==> config.mk <==
export PLATFORM = sky130hd
export DESIGN_NAME = wdc_top
export DESIGN_NICKNAME = d
export VERILOG_FILES = /design/src/hdl/wdc_pkg.sv /design/src/hdl/wdc_sync.sv /design/src/hdl/wdc_top.sv
export SDC_FILE = /design/constraint.sdc
export NUM_CORES = 1
export LEC_CHECK = 0
export CAP_MARGIN = 10
export CORE_UTILIZATION = 34
export CTS_CLUSTER_SIZE = 24
export DETAILED_ROUTE_END_ITERATION = 10
export DONT_BUFFER_PORTS = 1
export PLACE_DENSITY = 0.52
export SLEW_MARGIN = 20
export SYNTH_ARGS = -nofsm -noshare
export SYNTH_HDL_FRONTEND = slang
export SYNTH_SLANG_ARGS = --single-unit
==> constraint.sdc <==
create_clock -name CLK -period 5.4 [get_ports CLK]
set_input_delay 0.27 -clock CLK [delete_from_list [all_inputs] [get_ports CLK]]
set_output_delay 0.27 -clock CLK [all_outputs]
set_load 0.02 [all_outputs]
==> src/hdl/wdc_pkg.sv <==
package wdc_pkg;
	// Register byte offsets on the AXI4-Lite bus
	localparam logic [7:0] OFF_CONTROL = 8'h00;
	localparam logic [7:0] OFF_IRQ_STAT = 8'h04;
	localparam logic [7:0] OFF_IRQ_MASK = 8'h08;
	localparam logic [7:0] OFF_COUNT = 8'h0c;

	// Register select codes
	typedef enum logic [2:0] {
		WDC_SEL_CONTROL = 3'h0,
		WDC_SEL_IRQ_STAT = 3'h1,
		WDC_SEL_IRQ_MASK = 3'h2,
		WDC_SEL_COUNT = 3'h3,
		WDC_SEL_NONE = 3'h4
	} wdc_sel_t;

	// Control register field positions
	localparam int BIT_UNLOCK = 0;
	localparam int BIT_ENABLE = 1;
	localparam int BIT_STATUS = 2;
	localparam int BIT_RSEL = 3;
	localparam int PRE_LSB = 4;
	localparam int PRE_MSB = 7;

	// Interrupt status bit positions
	localparam int IRQ_TIMEOUT = 0;
	localparam int IRQ_REFUSED = 1;
	localparam int IRQ_BITS = 2;

	// Reset values and counter shape
	localparam logic [3:0] PRE_RESET = 4'h7;
	localparam logic [3:0] PRE_MAX = 4'h7;
	localparam logic [4:0] PRE_BASE = 5'h09;
	localparam logic ENABLE_RESET = 1'b1;
	localparam logic RSEL_RESET = 1'b0;
	localparam int COUNT_W = 16;
	localparam logic [1:0] RESP_OKAY = 2'h0;
	localparam logic [1:0] RESP_SLVERR = 2'h2;
endpackage

==> src/hdl/wdc_sync.sv <==
`timescale 1ns/1ps
`default_nettype none
// Two-flop synchroniser for inputs from outside the clock domain
module wdc_sync #(
	parameter int W = 1
) (
	input  wire logic         clk,
	input  wire logic         rst_n,
	input  wire logic [W-1:0] d,
	output var  logic [W-1:0] q
);
	logic [W-1:0] meta_reg;

	// First stage feeds only the second
	always_ff @(posedge clk or negedge rst_n) begin
		if (!rst_n) begin
			meta_reg <= '0;
			q <= '0;
		end else begin
			meta_reg <= d;
			q <= meta_reg;
		end
	end
endmodule
`default_nettype wire

==> src/hdl/wdc_top.sv <==
// What this block does
// A timeout of the counter sets the timeout status flag in bit 2.
// The status flag resets to 0 and clears only on a written zero or reset.
// The block's own timeout reset leaves the status flag set.
// The enable bit in bit 1 resets to 1, so the counter runs from reset.
// Setting the enable bit enables the counter and clears it to zero.
// Every later unlocked write that sets the enable bit clears the counter again.
// A timeout without a clear raises a reset or an interrupt.
// Zero write, timeout reset, supply or lock disable it; hardware reset sets it.
// A control write lands only right after the unlock bit was set.
// A control write not right after the unlock is dropped; the unlock then ends.
// Software masks interrupts around the unlock-and-write pair.
// Response select 0 gives a reset on timeout, 1 gives an interrupt.
// The 16-bit counter runs on the 32 kHz clock, period 2^pre x 512, pre codes above 7 taken as 7.
`timescale 1ns/1ps
`default_nettype none
module wdc_top (
	input  wire logic        CLK,
	input  wire logic        RESETN,
	input  wire logic        CLK32K_IN,
	input  wire logic        SUPPLY_IRQ_IN,
	input  wire logic        LOCK_IRQ_IN,
	input  wire logic [7:0]  S_AXI_AWADDR,
	input  wire logic        S_AXI_AWVALID,
	output var  logic        S_AXI_AWREADY,
	input  wire logic [31:0] S_AXI_WDATA,
	input  wire logic [3:0]  S_AXI_WSTRB,
	input  wire logic        S_AXI_WVALID,
	output var  logic        S_AXI_WREADY,
	output var  logic [1:0]  S_AXI_BRESP,
	output var  logic        S_AXI_BVALID,
	input  wire logic        S_AXI_BREADY,
	input  wire logic [7:0]  S_AXI_ARADDR,
	input  wire logic        S_AXI_ARVALID,
	output var  logic        S_AXI_ARREADY,
	output var  logic [31:0] S_AXI_RDATA,
	output var  logic [1:0]  S_AXI_RRESP,
	output var  logic        S_AXI_RVALID,
	input  wire logic        S_AXI_RREADY,
	output var  logic        DOG_RESET,
	output var  logic        DOG_IRQ
);
	////////////////////////////////////////////////////////////////////////
	// Functions

	// Address to register select
	function automatic wdc_pkg::wdc_sel_t reg_sel(input logic [7:0] a);
		logic [7:0] w;
		w = {a[7:2], 2'b00};
		if (w == wdc_pkg::OFF_CONTROL)
			return wdc_pkg::WDC_SEL_CONTROL;
		else if (w == wdc_pkg::OFF_IRQ_STAT)
			return wdc_pkg::WDC_SEL_IRQ_STAT;
		else if (w == wdc_pkg::OFF_IRQ_MASK)
			return wdc_pkg::WDC_SEL_IRQ_MASK;
		else if (w == wdc_pkg::OFF_COUNT)
			return wdc_pkg::WDC_SEL_COUNT;
		else
			return wdc_pkg::WDC_SEL_NONE;
	endfunction

	// Terminal count 2^(pre+9)-1, codes above 7 held at 7
	function automatic logic [15:0] term_count(input logic [3:0] p);
		logic [3:0]  ps;
		logic [16:0] one;
		ps = (p > wdc_pkg::PRE_MAX) ? wdc_pkg::PRE_MAX : p;
		one = 17'h00001 << ({1'b0, ps} + wdc_pkg::PRE_BASE);
		return 16'((one - 17'h00001) & 17'h0ffff);
	endfunction

	////////////////////////////////////////////////////////////////////////
	// Input synchronisers

	logic [2:0] sync_q;
	logic       clk32_prev_reg;
	logic       tick;
	logic       supply_s;
	logic       lock_s;

	wdc_sync #(.W(3)) u_sync (
		.clk   (CLK),
		.rst_n (RESETN),
		.d     ({LOCK_IRQ_IN, SUPPLY_IRQ_IN, CLK32K_IN}),
		.q     (sync_q)
	);

	// Rising edge of the slow clock as a one-cycle enable
	assign tick = sync_q[0] & ~clk32_prev_reg;
	assign supply_s = sync_q[1];
	assign lock_s = sync_q[2];

	////////////////////////////////////////////////////////////////////////
	// AXI4-Lite slave

	logic        aw_have_reg, aw_have_next;
	logic [7:0]  aw_addr_reg, aw_addr_next;
	logic        w_have_reg, w_have_next;
	logic [31:0] w_data_reg, w_data_next;
	logic [3:0]  w_strb_reg, w_strb_next;
	logic        awready_reg, awready_next;
	logic        wready_reg, wready_next;
	logic        bvalid_reg, bvalid_next;
	logic [1:0]  bresp_reg, bresp_next;
	logic        arready_reg, arready_next;
	logic        rvalid_reg, rvalid_next;
	logic [31:0] rdata_reg, rdata_next;
	logic [1:0]  rresp_reg, rresp_next;
	logic        wr_fire;
	wdc_pkg::wdc_sel_t wr_sel;
	wdc_pkg::wdc_sel_t rd_sel;

	// Core state read by the bus, and the DOG_RESET and DOG_IRQ flops
	logic [3:0]  pre_reg, pre_next;
	logic        rsel_reg, rsel_next;
	logic        status_reg, status_next;
	logic        enable_reg, enable_next;
	logic        armed_reg, armed_next;
	logic [15:0] count_reg, count_next;
	logic [wdc_pkg::IRQ_BITS-1:0] istat_reg, istat_next;
	logic [wdc_pkg::IRQ_BITS-1:0] imask_reg, imask_next;
	logic        dog_reset_reg, dog_reset_next;
	logic        dog_irq_reg, dog_irq_next;

	// Write happens once address and data are both held and no write response is pending
	assign wr_fire = aw_have_reg & w_have_reg & ~bvalid_reg;
	assign wr_sel = reg_sel(aw_addr_reg);
	assign rd_sel = reg_sel(S_AXI_ARADDR);

	// Bus channel next state
	always_comb begin
		aw_have_next = aw_have_reg;
		aw_addr_next = aw_addr_reg;
		w_have_next = w_have_reg;
		w_data_next = w_data_reg;
		w_strb_next = w_strb_reg;
		bvalid_next = bvalid_reg;
		bresp_next = bresp_reg;
		rvalid_next = rvalid_reg;
		rdata_next = rdata_reg;
		rresp_next = rresp_reg;
		if (S_AXI_AWVALID && awready_reg) begin
			aw_have_next = 1'b1;
			aw_addr_next = S_AXI_AWADDR;
		end
		if (S_AXI_WVALID && wready_reg) begin
			w_have_next = 1'b1;
			w_data_next = S_AXI_WDATA;
			w_strb_next = S_AXI_WSTRB;
		end
		if (bvalid_reg && S_AXI_BREADY)
			bvalid_next = 1'b0;
		if (wr_fire) begin
			aw_have_next = 1'b0;
			w_have_next = 1'b0;
			bvalid_next = 1'b1;
			bresp_next = (wr_sel == wdc_pkg::WDC_SEL_NONE) ?
				wdc_pkg::RESP_SLVERR : wdc_pkg::RESP_OKAY;
		end
		if (rvalid_reg && S_AXI_RREADY)
			rvalid_next = 1'b0;
		if (S_AXI_ARVALID && arready_reg) begin
			rvalid_next = 1'b1;
			rresp_next = wdc_pkg::RESP_OKAY;
			rdata_next = '0;
			unique case (rd_sel)
				wdc_pkg::WDC_SEL_CONTROL: begin
					rdata_next[wdc_pkg::PRE_MSB:wdc_pkg::PRE_LSB] = pre_reg;
					rdata_next[wdc_pkg::BIT_RSEL] = rsel_reg;
					rdata_next[wdc_pkg::BIT_STATUS] = status_reg;
					rdata_next[wdc_pkg::BIT_ENABLE] = enable_reg;
					rdata_next[wdc_pkg::BIT_UNLOCK] = armed_reg;
				end
				wdc_pkg::WDC_SEL_IRQ_STAT:
					rdata_next[wdc_pkg::IRQ_BITS-1:0] = istat_reg;
				wdc_pkg::WDC_SEL_IRQ_MASK:
					rdata_next[wdc_pkg::IRQ_BITS-1:0] = imask_reg;
				wdc_pkg::WDC_SEL_COUNT:
					rdata_next[wdc_pkg::COUNT_W-1:0] = count_reg;
				default:
					rresp_next = wdc_pkg::RESP_SLVERR;
			endcase
		end
		awready_next = ~aw_have_next;
		wready_next = ~w_have_next;
		arready_next = ~rvalid_next;
	end

	// Bus channel registers
	always_ff @(posedge CLK or negedge RESETN) begin
		if (!RESETN) begin
			aw_have_reg <= 1'b0;
			aw_addr_reg <= 8'h00;
			w_have_reg <= 1'b0;
			w_data_reg <= 32'h0000_0000;
			w_strb_reg <= 4'h0;
			awready_reg <= 1'b0;
			wready_reg <= 1'b0;
			bvalid_reg <= 1'b0;
			bresp_reg <= wdc_pkg::RESP_OKAY;
			arready_reg <= 1'b0;
			rvalid_reg <= 1'b0;
			rdata_reg <= 32'h0000_0000;
			rresp_reg <= wdc_pkg::RESP_OKAY;
		end else begin
			aw_have_reg <= aw_have_next;
			aw_addr_reg <= aw_addr_next;
			w_have_reg <= w_have_next;
			w_data_reg <= w_data_next;
			w_strb_reg <= w_strb_next;
			awready_reg <= awready_next;
			wready_reg <= wready_next;
			bvalid_reg <= bvalid_next;
			bresp_reg <= bresp_next;
			arready_reg <= arready_next;
			rvalid_reg <= rvalid_next;
			rdata_reg <= rdata_next;
			rresp_reg <= rresp_next;
		end
	end

	////////////////////////////////////////////////////////////////////////
	// Watchdog core

	logic ctrl_wr;
	logic apply;
	logic refused;
	logic kick;
	logic timeout;
	logic [wdc_pkg::IRQ_BITS-1:0] w1c;
	logic [wdc_pkg::IRQ_BITS-1:0] events;

	assign ctrl_wr = wr_fire & (wr_sel == wdc_pkg::WDC_SEL_CONTROL) &
		w_strb_reg[0];
	assign apply = ctrl_wr & armed_reg;
	assign refused = ctrl_wr & ~armed_reg &
		~w_data_reg[wdc_pkg::BIT_UNLOCK];
	assign kick = apply & w_data_reg[wdc_pkg::BIT_ENABLE];
	assign timeout = enable_reg & tick & ~kick &
		(count_reg == term_count(pre_reg));

	// Next values of control, counter and interrupt state
	always_comb begin
		pre_next = pre_reg;
		rsel_next = rsel_reg;
		status_next = status_reg;
		enable_next = enable_reg;
		armed_next = armed_reg;
		count_next = count_reg;
		// Unlock lasts for the one following write
		if (wr_fire) begin
			if (armed_reg)
				armed_next = 1'b0;
			else if (ctrl_wr && w_data_reg[wdc_pkg::BIT_UNLOCK])
				armed_next = 1'b1;
		end
		if (apply) begin
			pre_next = w_data_reg[wdc_pkg::PRE_MSB:wdc_pkg::PRE_LSB];
			rsel_next = w_data_reg[wdc_pkg::BIT_RSEL];
			enable_next = w_data_reg[wdc_pkg::BIT_ENABLE];
			if (!w_data_reg[wdc_pkg::BIT_STATUS])
				status_next = 1'b0;
		end
		// Counting on the slow clock edge
		if (kick)
			count_next = 16'h0000;
		else if (enable_reg && tick)
			count_next = timeout ? 16'h0000 : count_reg + 16'h0001;
		// Timeout sets status over any clear, reset keeps it
		if (timeout) begin
			status_next = 1'b1;
			if (!rsel_reg)
				enable_next = 1'b0;
		end
		if (supply_s || lock_s)
			enable_next = 1'b0;
		dog_reset_next = timeout & ~rsel_reg;
		events = '0;
		events[wdc_pkg::IRQ_TIMEOUT] = timeout & rsel_reg;
		events[wdc_pkg::IRQ_REFUSED] = refused;
		w1c = '0;
		if (wr_fire && w_strb_reg[0] &&
				wr_sel == wdc_pkg::WDC_SEL_IRQ_STAT)
			w1c = w_data_reg[wdc_pkg::IRQ_BITS-1:0];
		imask_next = imask_reg;
		if (wr_fire && w_strb_reg[0] &&
				wr_sel == wdc_pkg::WDC_SEL_IRQ_MASK)
			imask_next = w_data_reg[wdc_pkg::IRQ_BITS-1:0];
		istat_next = (istat_reg & ~w1c) | events;
		dog_irq_next = |(istat_next & imask_next);
	end

	// Core registers, hardware reset clears status and sets enable
	always_ff @(posedge CLK or negedge RESETN) begin
		if (!RESETN) begin
			clk32_prev_reg <= 1'b0;
			pre_reg <= wdc_pkg::PRE_RESET;
			rsel_reg <= wdc_pkg::RSEL_RESET;
			status_reg <= 1'b0;
			enable_reg <= wdc_pkg::ENABLE_RESET;
			armed_reg <= 1'b0;
			count_reg <= 16'h0000;
			istat_reg <= '0;
			imask_reg <= '0;
			dog_reset_reg <= 1'b0;
			dog_irq_reg <= 1'b0;
		end else begin
			clk32_prev_reg <= sync_q[0];
			pre_reg <= pre_next;
			rsel_reg <= rsel_next;
			status_reg <= status_next;
			enable_reg <= enable_next;
			armed_reg <= armed_next;
			count_reg <= count_next;
			istat_reg <= istat_next;
			imask_reg <= imask_next;
			dog_reset_reg <= dog_reset_next;
			dog_irq_reg <= dog_irq_next;
		end
	end

	// Outputs straight from flops
	assign S_AXI_AWREADY = awready_reg;
	assign S_AXI_WREADY = wready_reg;
	assign S_AXI_BVALID = bvalid_reg;
	assign S_AXI_BRESP = bresp_reg;
	assign S_AXI_ARREADY = arready_reg;
	assign S_AXI_RVALID = rvalid_reg;
	assign S_AXI_RDATA = rdata_reg;
	assign S_AXI_RRESP = rresp_reg;
	assign DOG_RESET = dog_reset_reg;
	assign DOG_IRQ = dog_irq_reg;
endmodule
`default_nettype wire

Yosys cells after proc, flatten, opt, wreduce, memory -nomap -nowiden
Cells that the tools add are included.

Add/subtract/negate cells: 3. Multiplexer cells: 36. Eq/ne operators: 14. Multiply operators: 0. Shift-type cells: 1. Bitwise gates (word level): 27. Divide/modulo/power cells: 0. $lt $le $gt $ge: 1. Reduce and logical (&&, ||, !) cells: 21.

Operators with widths (count): 16-bit 2-to-1 mux (3); 6-bit by 2-bit == test with 1-bit output, second input constant (4); 3-bit 2-to-1 mux (8); 1-bit 2-to-1 mux (17); 16-bit by 1-bit adder with 16-bit output, second input constant (1); 16-bit == test (1); 1-bit by 5-bit left shift with 16-bit output, first input constant (1); 16-bit by 1-bit subtractor with 16-bit output, second input constant (1); 1-bit AND (14); 6-bit by 1-bit == test with 1-bit output, second input constant (2); 6-bit logical NOT (2); 6-bit one-hot mux with 2 select lines (1); 1-bit logical AND (10); 3-bit by 2-bit == test with 1-bit output, second input constant (3); 1-bit inverter (9); 2-bit 2-to-1 mux (4); 8-bit 2-to-1 mux (1); 2-bit one-hot mux with 4 select lines (1); 3-bit by 1-bit == test with 1-bit output, second input constant (2); 3-bit logical NOT (2); 2-bit nonzero test (3); 4-bit by 4-bit adder with 5-bit output, second input constant (1); 2-bit AND (2); 4-bit by 3-bit greater-than comparator with 1-bit output, second input constant (1); other kinds (9) (9).

Bits in read-only memories: 0. Output and inout bits: 43. Register bits: 81. Bits in writable memories: 0. Logic and storage cells: 129. Bits of input ports: 62. Latch bits: 0. Memories kept: 0.

Longest topological paths before layout
Word-level depth: 17. Depth in mapped cells: 17. Gate-level depth less buffers: 12.

Cells and area by module
From an unflattened synthesis, not the netlist that was laid out.

Cell total of the unflattened synthesis: 403. Area, all modules: 4105.2 µm².

By module, submodules not included: wdc_top (sequential area each 1781.7 µm², area an instance 3955.0 µm², instances 1, cells an instance 397); wdc_sync (sequential area each 150.1 µm², area an instance 150.1 µm², instances 1, cells an instance 6).

Worst setup path before layout
Ideal clock, no wire load.

Path type: register to register. Start point: register pre_reg[0]. End point: register count_reg[10]. Slack: 1719 ps. Setup time: 126 ps. Stages on the path, launching flop included: 17. Buffers on the path: 4. Data required time: 5274 ps. Period minus slack after synthesis: 3681 ps. Arrival time: 3555 ps. Cell sequence: dfstp_2 > buf_2 > nand2_1 > nand2b_1 > ha_1 > buf_2 > clkbuf_1 > or3_1 > ha_1 > xnor2_1 > a221o_1 > a2111oi_2 > o2111ai_1 > and4bb_1 > buf_6 > nor2_4 > a221o_1.

Longest elaborated chain between the ends: 10.

Ends and longest elaborated chain: from (decl) (RTL line wdc_top.sv:113) `logic [3:0] pre_reg, pre_next;`; from (signal assigned) (RTL line wdc_top.sv:296) `pre_reg <= wdc_pkg::PRE_RESET;`; from (signal assigned) (RTL line wdc_top.sv:308) `pre_reg <= pre_next;`; 4-bit by 3-bit greater-than comparator with 1-bit output (RTL line wdc_top.sv:66) `ps = (p > wdc_pkg::PRE_MAX) ? wdc_pkg::PRE_MAX : p;`; 4-bit 2-to-1 mux * (RTL line wdc_top.sv:66); 4-bit by 4-bit adder with 5-bit output * (RTL line wdc_top.sv:67) `one = 17'h00001 << ({1'b0, ps} + wdc_pkg::PRE_BASE);`; 1-bit by 5-bit left shift with 16-bit output * (RTL line wdc_top.sv:67); 16-bit by 1-bit subtractor with 16-bit output * (RTL line wdc_top.sv:68) `return 16'((one - 17'h00001) & 17'h0ffff);`; 16-bit == test * (RTL line wdc_top.sv:239) `(count_reg == term_count(pre_reg));`; 1-bit AND * (RTL line wdc_top.sv:238) `assign timeout = enable_reg & tick & ~kick &`; 16-bit 2-to-1 mux * (RTL line wdc_top.sv:267) `count_next = timeout ? 16'h0000 : count_reg + 16'h0001;`; 16-bit 2-to-1 mux * (RTL line wdc_top.sv:266) `else if (enable_reg && tick)`; 16-bit 2-to-1 mux * (RTL line wdc_top.sv:264) `if (kick)`; to (signal assigned) (RTL line wdc_top.sv:313) `count_reg <= count_next;`; to (decl) (RTL line wdc_top.sv:118) `logic [15:0] count_reg, count_next;`.

Mark *: on every way between the ends. The rest lies on a longest branch, timed or not. The select of a mux whose other input is x is not followed. A chain may end at the register's enable or synchronous reset.

Worst setup path in the final report
Start point: register pre_reg[1]. End point: register count_reg[11].

The elaborated chain is that of the path after synthesis.

==> flow_summary.ini <==
[pwr]
p_per_area_nw_per_um2 = 369.1
total_power_mw = 1.628
vdd_drop_max_mv = 0.1680
power_leakage_nw = 1.813

[sta]
tns_ns = 0
fin_crit_sh_pct = 76.50
whs_ns = 0.02412
max_clock_freq_ghz = 0.2421
hold_viol = 0
setup_ws_ns = 1.269
setup_viol = 0
layout_min_cycle_time_ns = 4.131
slew_violations = 0
slew_headroom_pct = 36.15
tightest_slew_ns = 0.9445
finClkSkew_ns = 0.008559
rsz0062_at_grt = false

[worst_setup_path]
cp_common_cell = ha_1
critical-path-max-stage-delay_ns = 0.68
slowest_stage = dfstp_2
cp_num_buf_inv = 1
critPathLaunchType = register
path_max_fanout = 20
crit_family = simple AND/OR/NAND/NOR gates
cp.arrival_ns = 4.34
criticalPathCategory = register to register
crit_chain = nand2_1 -> nand2b_1 -> ha_1 -> buf_4 -> or3_1 -> ha_1 -> xnor2_1 -> a221o_1 -> a2111oi_2 -> o2111ai_1 -> and4bb_1 -> a41o_1 -> nor2_1
end_kind = register
crit_required_ns = 5.61

[place]
gp_congestion = 0.8076
hpwl_mm = 6.201
dp_slack_ns = 1.313
port_buffers = 0

[clocking]
htreeDepth = 3
numCtsBuffers = 9
clk_path_buf_depth = 2
cts_tree = yes
clock_latency_ns = 0.33
numClockSinks = 77
clockRootBuffer = clkbuf_16
post_cts_resized = 0
postCtsSetupRepairBufs = 0
cts_hold_buf = 5
cts.clk_slew.worst_paths_ns = 0.06

[cells_and_area]
diodes = 0
syn_to_final_growth_pct = 10.05
fillers = 1137
drive_gt1_share_pct = 14.25
nets = 460
utilization_pct = 38.46

[global_routing]
grt_pass1_vias = 2888
antenna_found_initial = 0
grt_max_degree = 78
grt_usage_pct = 15.08
gr-total-overflow = 0
grt_first_pass_wirelength_mm = 14.75

[floorplan]
row_count = 39
die_area_sq_um = 12230
core-area_sq_um = 11470
start_util_pct = 34.95
dieWidth_microns = 110.6
io_pins = 105
die_h_microns = 110.6

[routing]
wl_per_cell_microns = 15.87
via_per_inst = 5.291
ant_nets = 0
first_pass_iters = 4
drt_iter0_drc = 202
route.detailed.drc = 0
vias = 2873
drt_wl_total_mm = 8.615

[yosys]
syn_inst = 403
synth_area_leaders = dfrtp_1 46%, mux2_2 6.7%, nand2_1 4.9%
ys_seq_elements = 77
synthTopCellsByCount = 73 x dfrtp_1, 52 x nand2_1, 28 x nor2_1, 26 x o21ai_0, 24 x mux2_2
synth.distinct_cells = 63
ys_seq_area_share_pct = 48.20
synth_area_per_cell_sq_um = 9.944
yosysMostFrequentCell = dfrtp_1
yosysWarnings = 0
synth_ff_type = dfrtp_1
yosys.area.top_type_share_pct = 45.58
netlist_area_sq_um = 4008
synth_edf_count = 0
synth_top_area_cell = dfrtp_1
async_reset_ff_share_pct = 100.0

[outcome]
status = complete, no violations

[hold_path]
hp-class = input port to register

[flow_run]
drv_cap = 0
==> worst paths after layout <==
kind / endpoint / slack (ns) / startpoint / cells after the start
worst max-delay path: count_reg[11]$_DFFE_PN0P_ / 1.27 / pre_reg[1]$_DFFE_PN1P_ / 13
worst max register to register: count_reg[11]$_DFFE_PN0P_ / 1.27 / pre_reg[1]$_DFFE_PN1P_ / 13
worst min register to register: u_sync.q[0]$_DFF_PN0_ / 0.35 / u_sync.meta_reg[0]$_DFF_PN0_ / 0
worst min-delay path: S_AXI_BVALID$_DFFE_PN0P_ / 0.02 / S_AXI_BREADY / 1
min in group asynchronous: S_AXI_RDATA[10]$_DFFE_PN0P_ / 0.47 / RESETN / 2
max in group asynchronous: enable_reg$_DFF_PN1_ / 4.56 / RESETN / 2
==> through the flow <==
step                      instances  instance area (sq um)
after floorplan                 420                   4071
after global placement          522                   4019
after detailed placement        522                   4019
after CTS                       543                   4410
after global routing            543                   4410
final                           543                   4410
==> per-layer routing <==
layer,vias to the layer above,wire (microns),global-route usage [%]
li1,1389,-,-
met1,1384,4127,20.78
met2,90,3887,22.73
met3,10,512,4.226
met4,0,87,5.067
met5,-,0,0
==> final cells by class <==
class                           instances  area, sq um  share of cell area (%)
Clock buffer                           10        229.0                   5.191
Clock inverter                          6        95.09                   2.156
Inverter                                8        30.03                  0.6809
Multi-Input combinational cell        293         1871                   42.41
Sequential cell                        77         1932                   43.80
Tap cell                              143        178.9                   4.057
Timing Repair Buffer                    6        75.07                   1.702
==> logic make-up (layout without fill, tap and decap cells) <==
kind of cell | after synthesis | count (layout) | share of synthesized area (%)
xor+xnor | 11 | 11 | 2.404
mux | 26 | 26 | 7.868
buf+inv | 50 | 30 | 6.712
other cells | 2 | 19 | 0.1874
fa+ha+maj | 3 | 3 | 0.9367
flops | 77 | 77 | 48.20
compound gates | 75 | 75 | 13.49
simple gates | 159 | 159 | 20.20
==> cell usage in the layout (no fill, tap or decap), drive strengths merged, types with 8 or more instances in the layout <==
master,n
nor3,8
clkbuf,10
xor2,8
dfrtp,73
conb,19
nor2,30
nand2,52
o21ai,26
mux2,24
nand2b,9
nand3,16
inv,10
==> power breakdown <==
| part | switching (mW) | internal, mW | leakage, nW | total (mW) |
|---|---|---|---|---|
| clock | 0.244 | 0.410 | 0.151 | 0.653 |
| combinational | 0.100 | 0.0946 | 0.756 | 0.195 |
| sequential | 0.103 | 0.677 | 0.906 | 0.779 |
| total | 0.447 | 1.18 | 1.81 | 1.63 |
(Power assumes the default switching activity.)
